File: src/hw/uart_bridge_consts.svh
// constants for the uart bridge with flow-control detection
`ifndef UART_BRIDGE_CONSTS_SVH
`define UART_BRIDGE_CONSTS_SVH
`define CLK_HZ          20000000
`define MAX_BAUD        1000000
`define BAUD_UNSUPPORTED 921600
`define DEF_BAUD        115200
`define DIV_W           16
`define MIN_DIV         (`CLK_HZ / `MAX_BAUD)
`endif

File: src/hw/uart_bridge_pkg.sv
// types for the uart bridge with flow-control detection
package uart_bridge_pkg;
  typedef enum logic [3:0] {
    ST_IDLE   = 4'b0001,
    ST_DETECT = 4'b0010,
    ST_FLOW   = 4'b0100,
    ST_NOFLOW = 4'b1000
  } det_state_t;

  typedef struct packed {
    logic [7:0] data;
    logic       valid;
  } byte_bus_t;

  typedef struct packed {
    logic [9:0]  sh;
    logic [3:0]  bits;
    logic [15:0] cnt;
    logic        busy;
  } shifter_t;
endpackage

File: src/hw/uart_bridge_flow_detect.sv
// uart bridge between host byte stream and target uart, with flow-control detection
// Operation
// RULE1: baud divider configurable up to 1 Mbps; 921600 bps not required.
// RULE2: without an open host terminal all target-facing pins are released.
// RULE3: host asserts dtr before the bridge drives any target pin.
// RULE4: every dtr rising edge starts a fresh flow-control detection.
// RULE5: during detection drive cts, sample rts at first byte moved.
// RULE6: rts high at sample: release cts, ignore rts.
// RULE7: flow control found: keep driving cts until reset or new dtr.
// RULE8: after reset all target uart lines start released.
// RULE9: lines crossed: target rts->our cts_in, target txd->our rxd, etc.
// RULE10: without flow control target may reuse rts/cts; bridge leaves them.
// RULE11: one rts sample per detection, latched until dtr or reset.
`timescale 1ns/1ns
`default_nettype none
`include "uart_bridge_consts.svh"
module uart_bridge_flow_detect
  import uart_bridge_pkg::*;
#(
  parameter logic [`DIV_W-1:0] BAUD_DIV = `DIV_W'(`CLK_HZ / `DEF_BAUD)
) (
  // clock and reset
  input  wire logic clk,
  input  wire logic rst,
  // host side
  input  wire logic       dtr,
  input  wire logic [7:0] host_tx_data,
  input  wire logic       host_tx_valid,
  output logic            host_tx_ready,
  output logic [7:0]      host_rx_data,
  output logic            host_rx_valid,
  output logic            hw_flow_control,
  // target pins: tx toward target rxd, rx from target txd
  output logic txd_o,
  output logic txd_oe_n,
  input  wire logic rxd_i,
  // our rts toward target cts, our cts from target rts
  output logic rts_o,
  output logic rts_oe_n,
  input  wire logic cts_i
);
  //----------------------------------------
  // state
  //----------------------------------------
  typedef struct packed {
    det_state_t st;
    logic       dtr_prev;
    shifter_t   tx;
    shifter_t   rx;
    logic [1:0] rx_sync;
    byte_bus_t  rx_out;
    logic       tx_rdy;
    logic       fc;
  } state_t;

  state_t s_q, s_d;
  logic   dtr_rise;
  logic   active;
  logic   rx_bit;
  logic   tx_start;
  logic   moved;
  logic [`DIV_W-1:0] div_eff;

  //----------------------------------------
  // control decode
  //----------------------------------------
  // clamp divider so rate never exceeds the maximum
  assign div_eff = (BAUD_DIV < `DIV_W'(`MIN_DIV)) ? `DIV_W'(`MIN_DIV) : BAUD_DIV; // [RULE1]
  assign dtr_rise = dtr && !s_q.dtr_prev;
  assign active   = (s_q.st != ST_IDLE); // [RULE3]
  assign rx_bit   = s_q.rx_sync[1];
  // with flow control, target rts low means target can accept
  // ready drops the cycle after accept, so valid may stay up
  assign tx_start = active && host_tx_valid && s_q.tx_rdy &&
                    !(s_q.st == ST_FLOW && cts_i);

  //----------------------------------------
  // next state
  //----------------------------------------
  // one combinational copy of the whole state; each
  // section below touches only its own fields, except dtr low, which also idles both shifters and tx_rdy
  always_comb begin
    s_d = s_q;
    moved = 1'b0;
    s_d.dtr_prev = dtr;
    s_d.rx_sync  = {s_q.rx_sync[0], rxd_i};
    s_d.rx_out.valid = 1'b0;
    s_d.tx_rdy = 1'b0;

    //----------------------------------------
    // transmitter
    //----------------------------------------
    if (s_q.tx.busy) begin
      if (s_q.tx.cnt == '0) begin
        s_d.tx.cnt = div_eff - `DIV_W'(1);
        s_d.tx.sh  = {1'b1, s_q.tx.sh[9:1]};
        if (s_q.tx.bits == 4'h0) begin
          s_d.tx.busy = 1'b0;
        end else begin
          s_d.tx.bits = s_q.tx.bits - 4'h1;
        end
      end else begin
        s_d.tx.cnt = s_q.tx.cnt - `DIV_W'(1);
      end
    end else begin
      s_d.tx_rdy = active && !tx_start;
      if (tx_start) begin
        s_d.tx.sh   = {1'b1, host_tx_data, 1'b0};
        s_d.tx.bits = 4'h9;
        s_d.tx.cnt  = div_eff - `DIV_W'(1);
        s_d.tx.busy = 1'b1;
        moved = 1'b1;
      end
    end

    //----------------------------------------
    // receiver, sampled mid-bit
    //----------------------------------------
    // two-flop synchroniser; only its second stage is read
    if (s_q.rx.busy) begin
      if (s_q.rx.cnt == '0) begin
        s_d.rx.cnt = div_eff - `DIV_W'(1);
        s_d.rx.sh  = {rx_bit, s_q.rx.sh[9:1]};
        if (s_q.rx.bits == 4'h0) begin
          s_d.rx.busy = 1'b0;
          // framing error (stop low) drops the byte
          if (rx_bit) begin
            s_d.rx_out.data  = s_q.rx.sh[9:2];
            s_d.rx_out.valid = 1'b1;
            moved = 1'b1;
          end
        end else begin
          s_d.rx.bits = s_q.rx.bits - 4'h1;
        end
      end else begin
        s_d.rx.cnt = s_q.rx.cnt - `DIV_W'(1);
      end
    end else if (active && !rx_bit) begin
      s_d.rx.busy = 1'b1;
      s_d.rx.bits = 4'h9;
      s_d.rx.cnt  = {1'b0, div_eff[`DIV_W-1:1]};
    end

    //----------------------------------------
    // flow-control detection
    //----------------------------------------
    case (s_q.st)
      ST_IDLE: begin
        s_d.fc = 1'b0;
      end
      ST_DETECT: begin
        // single sample; later bytes leave the decision alone
        if (moved) begin // [RULE5]
          s_d.fc = !cts_i; // [RULE11]
          s_d.st = cts_i ? ST_NOFLOW : ST_FLOW; // [RULE6]
        end
      end
      ST_FLOW: begin
        s_d.fc = 1'b1; // [RULE7]
      end
      ST_NOFLOW: begin
        s_d.fc = 1'b0; // [RULE10]
      end
      default: begin
        s_d.st = ST_IDLE;
      end
    endcase
    // a fresh dtr overrides any decision and restarts detection
    // dropping dtr aborts a byte in flight; host must reopen
    if (dtr_rise) begin
      s_d.st = ST_DETECT; // [RULE4]
      s_d.fc = 1'b0;
    end else if (!dtr) begin
      s_d.st = ST_IDLE; // [RULE2]
      s_d.fc = 1'b0;
      s_d.tx.busy = 1'b0;
      s_d.tx.sh   = 10'h3FF;
      s_d.rx.busy = 1'b0;
      s_d.tx_rdy  = 1'b0;
    end
  end

  //----------------------------------------
  // state register
  //----------------------------------------
  // reset leaves the shifter idle high and both pins released
  always_ff @(posedge clk) begin
    if (rst) begin
      s_q <= '{st: ST_IDLE, tx: '{sh: 10'h3FF, default: '0}, // [RULE8]
               rx_sync: 2'b11, default: '0};
    end else begin
      s_q <= s_d;
    end
  end

  //----------------------------------------
  // output registers
  //----------------------------------------
  // pins sit in registers so oe and level change together
  logic txd_q, txd_oe_n_q, rts_oe_n_q, rts_q;
  always_ff @(posedge clk) begin
    if (rst) begin
      txd_q      <= 1'b1;
      txd_oe_n_q <= 1'b1;
      rts_oe_n_q <= 1'b1;
      rts_q      <= 1'b0;
    end else begin
      txd_q      <= s_d.tx.sh[0];
      // always the ready level; only its enable moves
      rts_q      <= 1'b0;
      txd_oe_n_q <= (s_d.st == ST_IDLE); // [RULE2] [RULE9]
      // cts driven while detecting or with flow control, released otherwise
      rts_oe_n_q <= !(s_d.st == ST_DETECT || s_d.st == ST_FLOW); // [RULE5] [RULE7]
    end
  end

  //----------------------------------------
  // port map
  //----------------------------------------
  assign txd_o           = txd_q;
  assign txd_oe_n        = txd_oe_n_q;
  assign rts_o           = rts_q;
  assign rts_oe_n        = rts_oe_n_q;
  assign host_tx_ready   = s_q.tx_rdy;
  assign host_rx_data    = s_q.rx_out.data;
  assign host_rx_valid   = s_q.rx_out.valid;
  assign hw_flow_control = s_q.fc;
endmodule
`default_nettype wire

File: config.mk
export PLATFORM = sky130hd
export DESIGN_NAME = uart_bridge_flow_detect
export DESIGN_NICKNAME = d
export VERILOG_FILES = /design/src/hw/uart_bridge_pkg.sv /design/src/hw/uart_bridge_flow_detect.sv
export VERILOG_INCLUDE_DIRS = /design/src /design/src/hw
export SDC_FILE = /design/constraint.sdc
export NUM_CORES = 1
export LEC_CHECK = 0
export BUFFER_PORTS_ARGS = -buffer_cell sky130_fd_sc_hd__buf_4
export CAP_MARGIN = 20
export CORE_ASPECT_RATIO = 0.75
export CORE_MARGIN = 5
export CORE_UTILIZATION = 25
export CTS_CLUSTER_DIAMETER = 200
export DETAILED_ROUTE_END_ITERATION = 8
export SYNTH_ARGS = -nofsm -noshare
export SYNTH_HDL_FRONTEND = slang
export SYNTH_SLANG_ARGS = --single-unit
File: constraint.sdc
create_clock -name clk -period 2.4 [get_ports clk]
set_input_delay 0.48 -clock clk [delete_from_list [all_inputs] [get_ports clk]]
set_output_delay 0.48 -clock clk [all_outputs]
set_load 0.02 [all_outputs]
## After elaboration in Yosys (flattened, before gate mapping)

Cells that the tools add are included.

| word-level totals | value |
|---|---|
| input port bits | 14 |
| register bits | 83 |
| output and inout bits | 15 |
| word-level logic and storage cells | 106 |

| operators by class | value |
|---|---|
| $add $sub $neg | 4 |
| bitwise operators | 4 |
| muxes and demuxes | 37 |
| reductions and logical operators | 30 |
| equality and inequality tests | 13 |

Operators by type and width:

| kind | number |
|---|---|
| $mux 31 | 2 |
| $mux 21 | 2 |
| $logic_not 16->1 | 2 |
| $mux 16 | 2 |
| $sub 16x1->16 const B | 2 |
| $mux 4 | 7 |
| $mux 10 | 2 |
| $mux 1 | 18 |
| $mux 14 | 1 |
| $eq 4x1->1 const B | 2 |
| $eq 4x2->1 const B | 2 |
| $eq 4x3->1 const B | 2 |
| $logic_not 4->1 | 2 |
| $pmux 4 s2 | 1 |
| $sub 4x1->4 const B | 2 |
| $logic_and 1x1->1 | 7 |
| $logic_not 1->1 | 6 |
| $ne 2x2->1 const B | 3 |
| $reduce_and 3->1 | 2 |
| $reduce_or 3->1 | 2 |
| $eq 4x4->1 const B | 1 |
| $ne 2x1->1 const B | 2 |
| $ne 4x1->1 const B | 1 |
| $not 1->1 | 4 |
| 9 further kinds | 11 |

## Depth between registers and ports, before layout

Gate-level depths: netlist of the first run.

| depth | value |
|---|---|
| word-level depth | 17 |
| mapped depth | 8 |
| depth with buffers taken out | 7 |

## Least setup slack after synthesis of the first run

Ideal clock, no wire load.

| path | value |
|---|---|
| path kind | reg-to-reg |
| start | reg s_q[45] (netlist name) |
| end | reg s_q[66] (netlist name) |
| buffers on the path | 1 |
| stages on the path, launching flop included | 9 |
| path slack | 274 ps |
| library setup time | 114 ps |
| clock period less this slack | 2126 ps |
| required time | 2286 ps |
| data arrival time | 2012 ps |
| cell sequence | dfxtp_1 inv_1 ha_1 nor3b_1 nand3_1 nor3_2 buf_2 nor2_1 a21o_1 |

| on the way | value |
|---|---|
| longest elaborated chain between the ends | 5 |

RTL lines:

| element | RTL line | text |
|---|---|---|
| start: declaration | uart_bridge_flow_detect.sv:56 | `state_t s_q, s_d;` |
| start signal: assignment | uart_bridge_flow_detect.sv:189 | `s_q <= '{st: ST_IDLE, tx: '{sh: 10'h3FF, default: '0},` |
| $logic_not 16->1 * | uart_bridge_flow_detect.sv:94 | `if (s_q.tx.cnt == '0) begin` |
| $mux 14 * | uart_bridge_flow_detect.sv:94 |  |
| $mux 31 * | uart_bridge_flow_detect.sv:93 | `if (s_q.tx.busy) begin` |
| $mux 10 | uart_bridge_flow_detect.sv:173 | `end else if (!dtr) begin` |
| $mux 10 * | uart_bridge_flow_detect.sv:170 | `if (dtr_rise) begin` |

Mark *: on every way between the ends. The rest lies on a longest branch, timed or not. The select of a mux whose other input is x is not followed.
A chain may end at the register's enable or synchronous reset.

## Worst setup path in the final report of the first run

| path | value |
|---|---|
| start | reg s_q[14] (netlist name) |
| end | reg s_q (netlist bit host_rx_data[0]) |

| on the way | value |
|---|---|
| longest elaborated chain between the ends | 2 |

RTL lines:

| element | RTL line | text |
|---|---|---|
| $logic_not 16->1 | uart_bridge_flow_detect.sv:121 | `if (s_q.rx.cnt == '0) begin` |
| $reduce_and 4->1 (no source line) | - |  |

No other way between the ends.

==> qor.yml, run 1 <==
setup_violations: 0
cp-start-kind: "register"
clockBufferDepth: 2
ys.flop_type: "dfxtp_1"
max-cap-violations: 0
clock-root-buffer: "clkbuf_16"
die_h_um: 118
ys_ff_latch: 80
drt_iter0_markers: 302
worstSetupPathType: "reg2reg"
dr.pass1.iters: 5
gp_congestion: 0.808
syn_to_final_growth_pct: 19.2
power_leakage_uw: 0.00170
cp.required_ns: 2.63
track_usage_pct: 10.5
gr-total-overflow: 0
final.min_clock_period_ns: 2.18
synthArstFlopShare_pct: 0
io_buffer_count: 27
grt_pass1_vias: 3142
die_w_um: 154
outcome: "complete, no violations"
cts_buffers: 9
syn_nets: 468
remaining_drc_errors: 0
ir_worst_vdd_mv: 0.383
synth_top_area_cell: "dfxtp_1"
max_slew_margin_pct: 60.4
slowest_delay_ns: 0.38
fmax_ghz: 0.460
fin_worst_skew_ns: 0.00759
drv_slew: 0
row_count: 39
hold_violations: 0
r2r_slack_ns: 0.22
synth_edf_count: 0
die-area_sq_um: 18100
wirelength_um: 9330
grt_pass1_wl_um: 15900
ys_top_cells_by_area: "dfxtp_1, nand2_1, a21oi_1"
synth.avg_cell_area_sq_um: 8.64
power_density_nw_per_um2: 684
cp_max_fo: 8
antenna_found_initial: 0
arrival_ns: 2.40
grt_max_degree: 39
cts_tree: "done"
yosysWarnings: 0
layout.cells.non_filler: 682
diodes: 0
dp_hpwl_um: 6590
synth.distinct_cells: 65
tns_ns: 0
hold_path.class: "in2reg"
dp.cells: 666
coreArea_sq_um: 15200
critPathCaptureType: "register"
yosysSeqAreaShare_pct: 41.4
synthesis.area_sq_um: 3870
viasPerCell: 4.92
rsz0062_at_grt: "no"
netlist_instances: 448
htree_levels: 3
tightest_slew_ns: 0.592
wl_per_cell_um: 13.7
layout_commonest_cell: "dfxtp_1"
synth_top_area_share_pct: 41.4
cts.sinks: 80
ant_nets: 0
cpMaxStageDelayCell: "nor3b_1"
drive_gt1_share_pct: 16.8
final_cell_mix: "dfxtp_1, nand2_1, buf_4, nor2_1, a21oi_1"
clk_pin_slew_worst_paths_ns: 0.06
vias: 3357
worstSkewPairLatency_ns: 0.34
initial_core_util_pct: 25.4
fin_nets: 492
io_pins: 29
min_period_over_period_pct: 90.6
path_cells: "inv_1 > ha_1 > nor3b_1 > nand2_1 > nor3_2 > buf_4 > mux2i_1 > nor2_1"
## cell type report
type | instances | area (sq um)
inverters | 16 | 60.1
multi-input cells | 323 | 2040
clock inverters | 6 | 115
well taps | 205 | 256
clock buffers | 10 | 229
flip-flops and latches | 80 | 1600
repair buffers | 42 | 315
fillers | 1607 | 10600
## metal layers
metal  track usage, %  wire length, um
met1             15.3             4830
met2             14.9             3970
met3             3.16              468
met4             2.98               61
met5                0                0
## power breakdown
group	total (uW)	switching, uW	internal (uW)
clock	1590	566	1020
sequential	1360	17.5	1340
combinational	208	126	82.2
## cell families after synthesis
logic type | synth area share [%]
other cells | 0.0968
buf+inv | 6.24
flops | 41.4
compound gates | 19.9
xor+xnor | 0.679
fa+ha+maj | 1.94
mux | 2.58
simple gates | 27.2
## registers in the layout, summed over array words and instances (netlist names)
register,count
txd_oe_n,1
rx_bit,1
host_rx_valid,1
s_q,65
host_tx_ready,1
hw_flow_control,1
s_d,1
rts_oe_n,1
host_rx_data,8
## worst max-delay path: cells and delay by family (launching register included)
family	cells	cell delay [ns]
fa+ha+maj	1	0.19
buf+inv	2	0.37
flops	1	0.32
mux	1	0.21
simple gates	4	0.95
## Yosys cell counts (6+ instances only)
master     n
nand2b_1   8
or3_1      6
nor3_1    19
a211oi_1   6
nor4_1     6
inv_1     16
ha_1       6
a21oi_1   32
buf_4      9
mux2i_1   10
nand3_1   18
clkbuf_1  11
dfxtp_1   80
nor2_1    36
nand4_1    7
o21ai_0   12
nand2_1   48
a221o_1    8
o211ai_1   7
a31oi_1   10
a21o_1     9
## final timing paths
path / from / to / cells after the start
max: s_q[14] / host_rx_data[0] / 8
min: rxd_i / s_d[12] / 2
max reg2reg: s_q[14] / host_rx_data[0] / 8
min reg2reg: s_d[12] / rx_bit / 1
## timing repair
action / in CTS / in global routing
setup endpoints to repair: 0 / 26
setup buffers: 0 / 0
hold buffers: 0 / 0
resized for setup: 0 / 1
## metrics by stage
stage               total power, uW  worst slack [ns]  instance area, sq um  utilization (%)  hold WS (ns)
global route                   3270            0.0331                  4620             30.3         0.327
CTS                            3190             0.100                  4610             30.3         0.314
detailed placement             1600             0.115                  4270             28.0         0.403
floorplan                      1530             0.274                  3870                -         0.389
finish                         3160             0.225                  4620             30.3         0.328
global placement               1590             0.250                  4270             28.0         0.400
Power figures use the tool's default switching activity.
==> run 2, diff against run 1 <==
==> constraint.sdc (replaced) <==
create_clock -name clk -period 2.45 [get_ports clk]
set_input_delay 0.49 -clock clk [delete_from_list [all_inputs] [get_ports clk]]
set_output_delay 0.49 -clock clk [all_outputs]
set_load 0.02 [all_outputs]
==> run 2 against run 1 <==
Critical endpoint is now s_q[56]. Core utilization decreased by 0.15 points. Sequential share of layout area is 0.17 points higher. Largest cell class unchanged. Hold slack improved by 0.017 ns. Cell count decreased by 0.15%. Sequential cell count unchanged. Power decreased by 5.1%. Global-route usage decreased by 0.18 points. Register-to-register slack gained 0.07 ns.
==> qor.yml, run 2 (same netlist as run 1, synthesis figures left out) <==
outcome: "complete, no violations"
netSwitchingFraction_pct: 22.5
vias: 3354
grtUsageMet3_pct: 2.87
ir_worst_vdd_mv: 0.326
met2_usage_pct: 14.7
ant_nets: 0
grt_pass1_vias: 3198
htree_levels: 3
tns_ns: 0
cp.required_ns: 2.65
track_usage_pct: 10.3
power_leakage_uw: 0.00169
die-area_sq_um: 18100
arrival_ns: 2.35
grt_max_degree: 39
rsz0062_at_grt: "no"
viasPerCell: 4.93
layout_commonest_cell: "dfxtp_1"
grt_busiest_layer: "met1"
fmax_ghz: 0.464
setup_violations: 0
io_pins: 29
p_switching_uw: 676
tightest_slew_ns: 0.563
min_period_over_period_pct: 87.9
grt_pass1_wl_um: 15700
worstSetupPathType: "reg2reg"
fin_worst_skew_ns: 0.00698
r2r_slack_ns: 0.30
dr.pass1.iters: 5
critPathCaptureType: "register"
p_comb_share_pct: 6.8
coreArea_sq_um: 15200
clk_pin_slew_worst_paths_ns: 0.06
pwr-share-clk_pct: 48.7
die_h_um: 118
cts_tree: "done"
clockBufferDepth: 2
max_slew_margin_pct: 62.2
antenna_found_initial: 0
cts_buffers: 9
clock-root-buffer: "clkbuf_16"
hold_path.class: "in2reg"
fin_util_pct: 30.2
internal_power_uw: 2320
globalRouteMet1Util_pct: 15.1
regMostFlops: "s_q"
drt_iter0_markers: 242
initial_core_util_pct: 25.4
die_w_um: 154
largest_reg_flops: 65
gr-total-overflow: 0
diodes: 0
final_cell_mix: "dfxtp_1, nand2_1, buf_4, nor2_1, a21oi_1"
drive_gt1_share_pct: 16.8
cts.sinks: 80
cp-start-kind: "register"
power_density_nw_per_um2: 652
worstSkewPairLatency_ns: 0.33
syn_to_final_growth_pct: 18.6
drv_slew: 0
seqPwrFrac_pct: 44.5
cp_max_fo: 5
hold_violations: 0
dp_hpwl_um: 6540
fin_nets: 491
gp_congestion: 0.804
p_total_uw: 3000
row_count: 39
wirelength_um: 9130
remaining_drc_errors: 0
wl_per_cell_um: 13.4
stdcell_area_sq_um: 4590
postPlaceCellArea_sq_um: 4260
final.min_clock_period_ns: 2.15
max-cap-violations: 0
io_buffer_count: 27
-- run 2: final timing paths --
| kind | endpoint | cells after the start | from |
|---|---|---|---|
| worst min register to register | rx_bit | 1 | s_d[12] |
| worst max register to register | s_q[56] | 5 | s_q[46] |
| worst min-delay path | s_d[12] | 2 | rxd_i |
| worst max-delay path | s_q[56] | 5 | s_q[46] |
-- run 2: stage by stage --
stage	hold WS (ns)	setup WS [ns]	instances
after global routing	0.340	0.0440	681
after detailed placement	0.398	0.172	665
after global placement	0.400	0.272	665
final	0.345	0.296	681
after floorplan	0.389	0.324	448
after CTS	0.333	0.124	681
-- run 2: worst max-delay path, stage by stage (launching register included) --
cell      delay [ns]
dfxtp_1         0.34
or4_4           0.54
or3_4           0.38
or4_4           0.44
o311ai_2        0.23
a31oi_1         0.11
-- run 2: final cells by class --
type                            instances  area, sq um
Multi-Input combinational cell        323         2040
Inverter                               16         60.1
Timing Repair Buffer                   41          308
Clock inverter                          6         90.1
Clock buffer                           10          239
Fill cell                            1611        10600
Sequential cell                        80         1600
Tap cell                              205          256
-- run 2: repair_timing --
action / CTS / global route
endpoints found under the setup margin: 0 / 13
setup buffers: 0 / 0
hold buffers: 0 / 0
resized for setup: 0 / 1
-- run 2: metal layers --
layer  wire length, um  vias up
met5                 0        -
met1              4610     1563
met4               142        0
li1                  -     1684
met3               571       14
met2              3800       93
-- run 2: power groups by stage --
stage / clock [uW] / sequential [uW] / combinational, uW
finish: 1460 / 1330 / 204
floorplan: 0 / 1360 / 136
CTS: 1500 / 1330 / 204
global route: 1570 / 1330 / 227
global placement: 0 / 1360 / 197
detailed placement: 0 / 1360 / 203
==> run 3, diff against run 2 <==
--- a/config.mk
+++ b/config.mk
@@ -6,11 +6,13 @@
 export SDC_FILE = /design/constraint.sdc
 export NUM_CORES = 1
 export LEC_CHECK = 0
+export ABC_AREA = 1
 export BUFFER_PORTS_ARGS = -buffer_cell sky130_fd_sc_hd__buf_4
 export CAP_MARGIN = 20
 export CORE_ASPECT_RATIO = 0.75
 export CORE_MARGIN = 5
 export CORE_UTILIZATION = 25
+export CTS_BUF_LIST = sky130_fd_sc_hd__clkbuf_4
 export CTS_CLUSTER_DIAMETER = 200
 export DETAILED_ROUTE_END_ITERATION = 8
 export SYNTH_ARGS = -nofsm -noshare
==> run 3 against run 2 <==
Sequential share of layout area up 1.0 points. Largest power group is now registers. Power fell by 17%. Clock skew is 0.0095 ns higher. First-iteration DRC count decreased by 2.9%. Highest routed layer unchanged. Synthesized area is 2.1% higher. Routed wire length decreased by 1.7%.
==> qor.yml, run 3 <==
outcome: "complete, no violations"
largest_reg_flops: 65
cp.required_ns: 2.81
syn_to_final_growth_pct: 12.8
netSwitchingFraction_pct: 28.7
cts.sinks: 80
remaining_drc_errors: 0
fmax_ghz: 0.502
clock-root-buffer: "clkbuf_4"
cp_max_fo: 12
synth_top_area_cell: "dfxtp_1"
tightest_slew_ns: 0.617
initial_core_util_pct: 25.7
arrival_ns: 2.35
track_usage_pct: 10.2
die_h_um: 119
yosysWarnings: 0
synthesis.area_sq_um: 3950
min_period_over_period_pct: 81.3
p_comb_share_pct: 12.9
seqPwrFrac_pct: 54.2
worstSkewPairLatency_ns: 0.45
max_slew_margin_pct: 58.6
yosysMostFrequentCell: "nand2_1"
synth.avg_cell_area_sq_um: 7.18
viasPerCell: 4.35
postPlaceCellArea_sq_um: 4310
grt_pass1_wl_um: 15600
synth_common_cells: "nand2_1, dfxtp_1, inv_1"
wl_per_cell_um: 11.5
syn_nets: 571
layout_commonest_cell: "nand2_1"
io_pins: 29
setup_violations: 0
worstSetupPathType: "reg2reg"
ir_worst_vdd_mv: 0.196
clk_pin_slew_worst_paths_ns: 0.13
rsz0062_at_grt: "no"
power_leakage_uw: 0.00196
multiInputGateArea_sq_um: 1950
synth_edf_count: 0
post_cts_resize_count: 0
netlist_instances: 551
startpoint: "s_q[14]"
gr-total-overflow: 0
drt_iter0_markers: 235
cts_setup_buffers: 0
dp_hpwl_um: 6500
die-area_sq_um: 18500
gp_congestion: 0.838
p_switching_uw: 712
wirelength_um: 8970
synth_top_area_share_pct: 40.5
dr.pass1.iters: 4
regMostFlops: "s_q"
met3WireLength_um: 437
hold_violations: 0
nFillCells: 1671
critPathCaptureType: "register"
cp-start-kind: "register"
ys_ff_latch: 80
drv_slew: 0
synthArstFlopShare_pct: 0
wirelength_met1_um: 5030
ys.flop_type: "dfxtp_1"
internal_power_uw: 1760
stdcell_area_sq_um: 4460
final_cell_mix: "nand2_1, dfxtp_1, inv_1, nor2_1, a21oi_1"
wl_met2_um: 3410
antenna_found_initial: 1
grt_max_degree: 37
ys_top_cells_by_area: "dfxtp_1, nand2_1, inv_1"
grt_pass1_vias: 3189
die_w_um: 155
ant_nets: 0
tns_ns: 0
cts_tree: "done"
hold_start: "rxd_i"
io_buffer_count: 27
max-cap-violations: 0
row_count: 39
cts_buffers: 9
synth.distinct_cells: 43
power_density_nw_per_um2: 555
ctsHoldBuffers: 0
drive_gt1_share_pct: 14.1
coreArea_sq_um: 15400
hold_path.class: "in2reg"
vias: 3407
pwr-share-clk_pct: 32.8
fin_util_pct: 29.0
top_layer_used: "met4"
yosysSeqAreaShare_pct: 40.5
htree_levels: 3
worstReg2RegStart: "s_q[14]"
fin_worst_skew_ns: 0.0164
fin_nets: 591
final.min_clock_period_ns: 1.99
clockBufferDepth: 2
seq_area_sq_um: 1600
run 3: cell types whose count changed in the layout (fill, tap and decap cells not counted), sizes merged, moves of 7 or more:
| cell | before | now |
|---|---|---|
| a21o | 9 | 1 |
| a21oi | 32 | 46 |
| a221o | 8 | 0 |
| buf | 41 | 32 |
| inv | 17 | 69 |
| mux2i | 10 | 0 |
| nand2 | 48 | 129 |
| nand2b | 8 | 0 |
| nand3 | 19 | 37 |
| nor2 | 37 | 63 |
| nor4 | 9 | 2 |
| o21ai | 12 | 29 |
| or3 | 8 | 0 |
| or4 | 7 | 0 |
run 3: power by group through the flow:
stage / combinational [uW] / sequential [uW] / clock, uW
6_report: 320 / 1340 / 813
5_1_grt: 366 / 1350 / 903
4_1_cts: 320 / 1340 / 848
3_5_place_dp: 319 / 1370 / 0
3_3_place_gp: 320 / 1370 / 0
2_1_floorplan: 240 / 1370 / 0
run 3: metal layers:
layer / up-vias / global-route usage [%]
met4: 0 / 3.01
met1: 1515 / 15.6
met3: 6 / 2.68
met5: - / 0
met2: 57 / 13.7
li1: 1829 / -
run 3: cell families after synthesis:
kind of cell	count (synthesis)	share of synthesized area, %
AOI/OAI and AO/OA	98	13.9
xor gates and xnor gates	12	2.66
adders and majority gates	6	1.90
buffers and inverters	93	10.1
DFF	80	40.5
other	1	0.0948
and+or+nand+nor	261	30.9
run 3: per-stage QoR:
step	hold WS (ns)	instances	setup WS, ns	power [uW]
floorplan	0.389	551	0.766	1610
global placement	0.394	765	0.529	1690
detailed placement	0.397	765	0.493	1690
CTS	0.188	781	0.476	2510
global route	0.195	783	0.247	2620
finish	0.228	783	0.458	2480
run 3: worst paths after layout:
kind,to,slack [ns],depth (start not counted)
worst max-delay path,s_q[76],0.46,10
worst max register to register,s_q[76],0.46,10
worst min-delay path,s_d[12],0.23,2
worst min register to register,rx_bit,0.42,1
run 3: area by class of cell:
| type | instances | area share (%) |
|---|---|---|
| multi-input cells | 378 | 43.8 |
| flip-flops and latches | 80 | 35.9 |
| inverters | 70 | 5.89 |
| well taps | 205 | 5.75 |
| repair buffers | 32 | 5.39 |
| clock buffers | 10 | 1.68 |
| clock inverters | 6 | 1.51 |
| diodes | 2 | 0.112 |
run 3: worst max-delay path, cell delays in order, from the launching register on:
cell	delay (ns)
dfxtp_1	0.32
inv_1	0.13
ha_1	0.22
nand2_1	0.06
nor2_1	0.16
nand2_2	0.10
nor2_4	0.27
nand3_2	0.17
nand3_1	0.18
nand2_1	0.11
o211ai_1	0.19
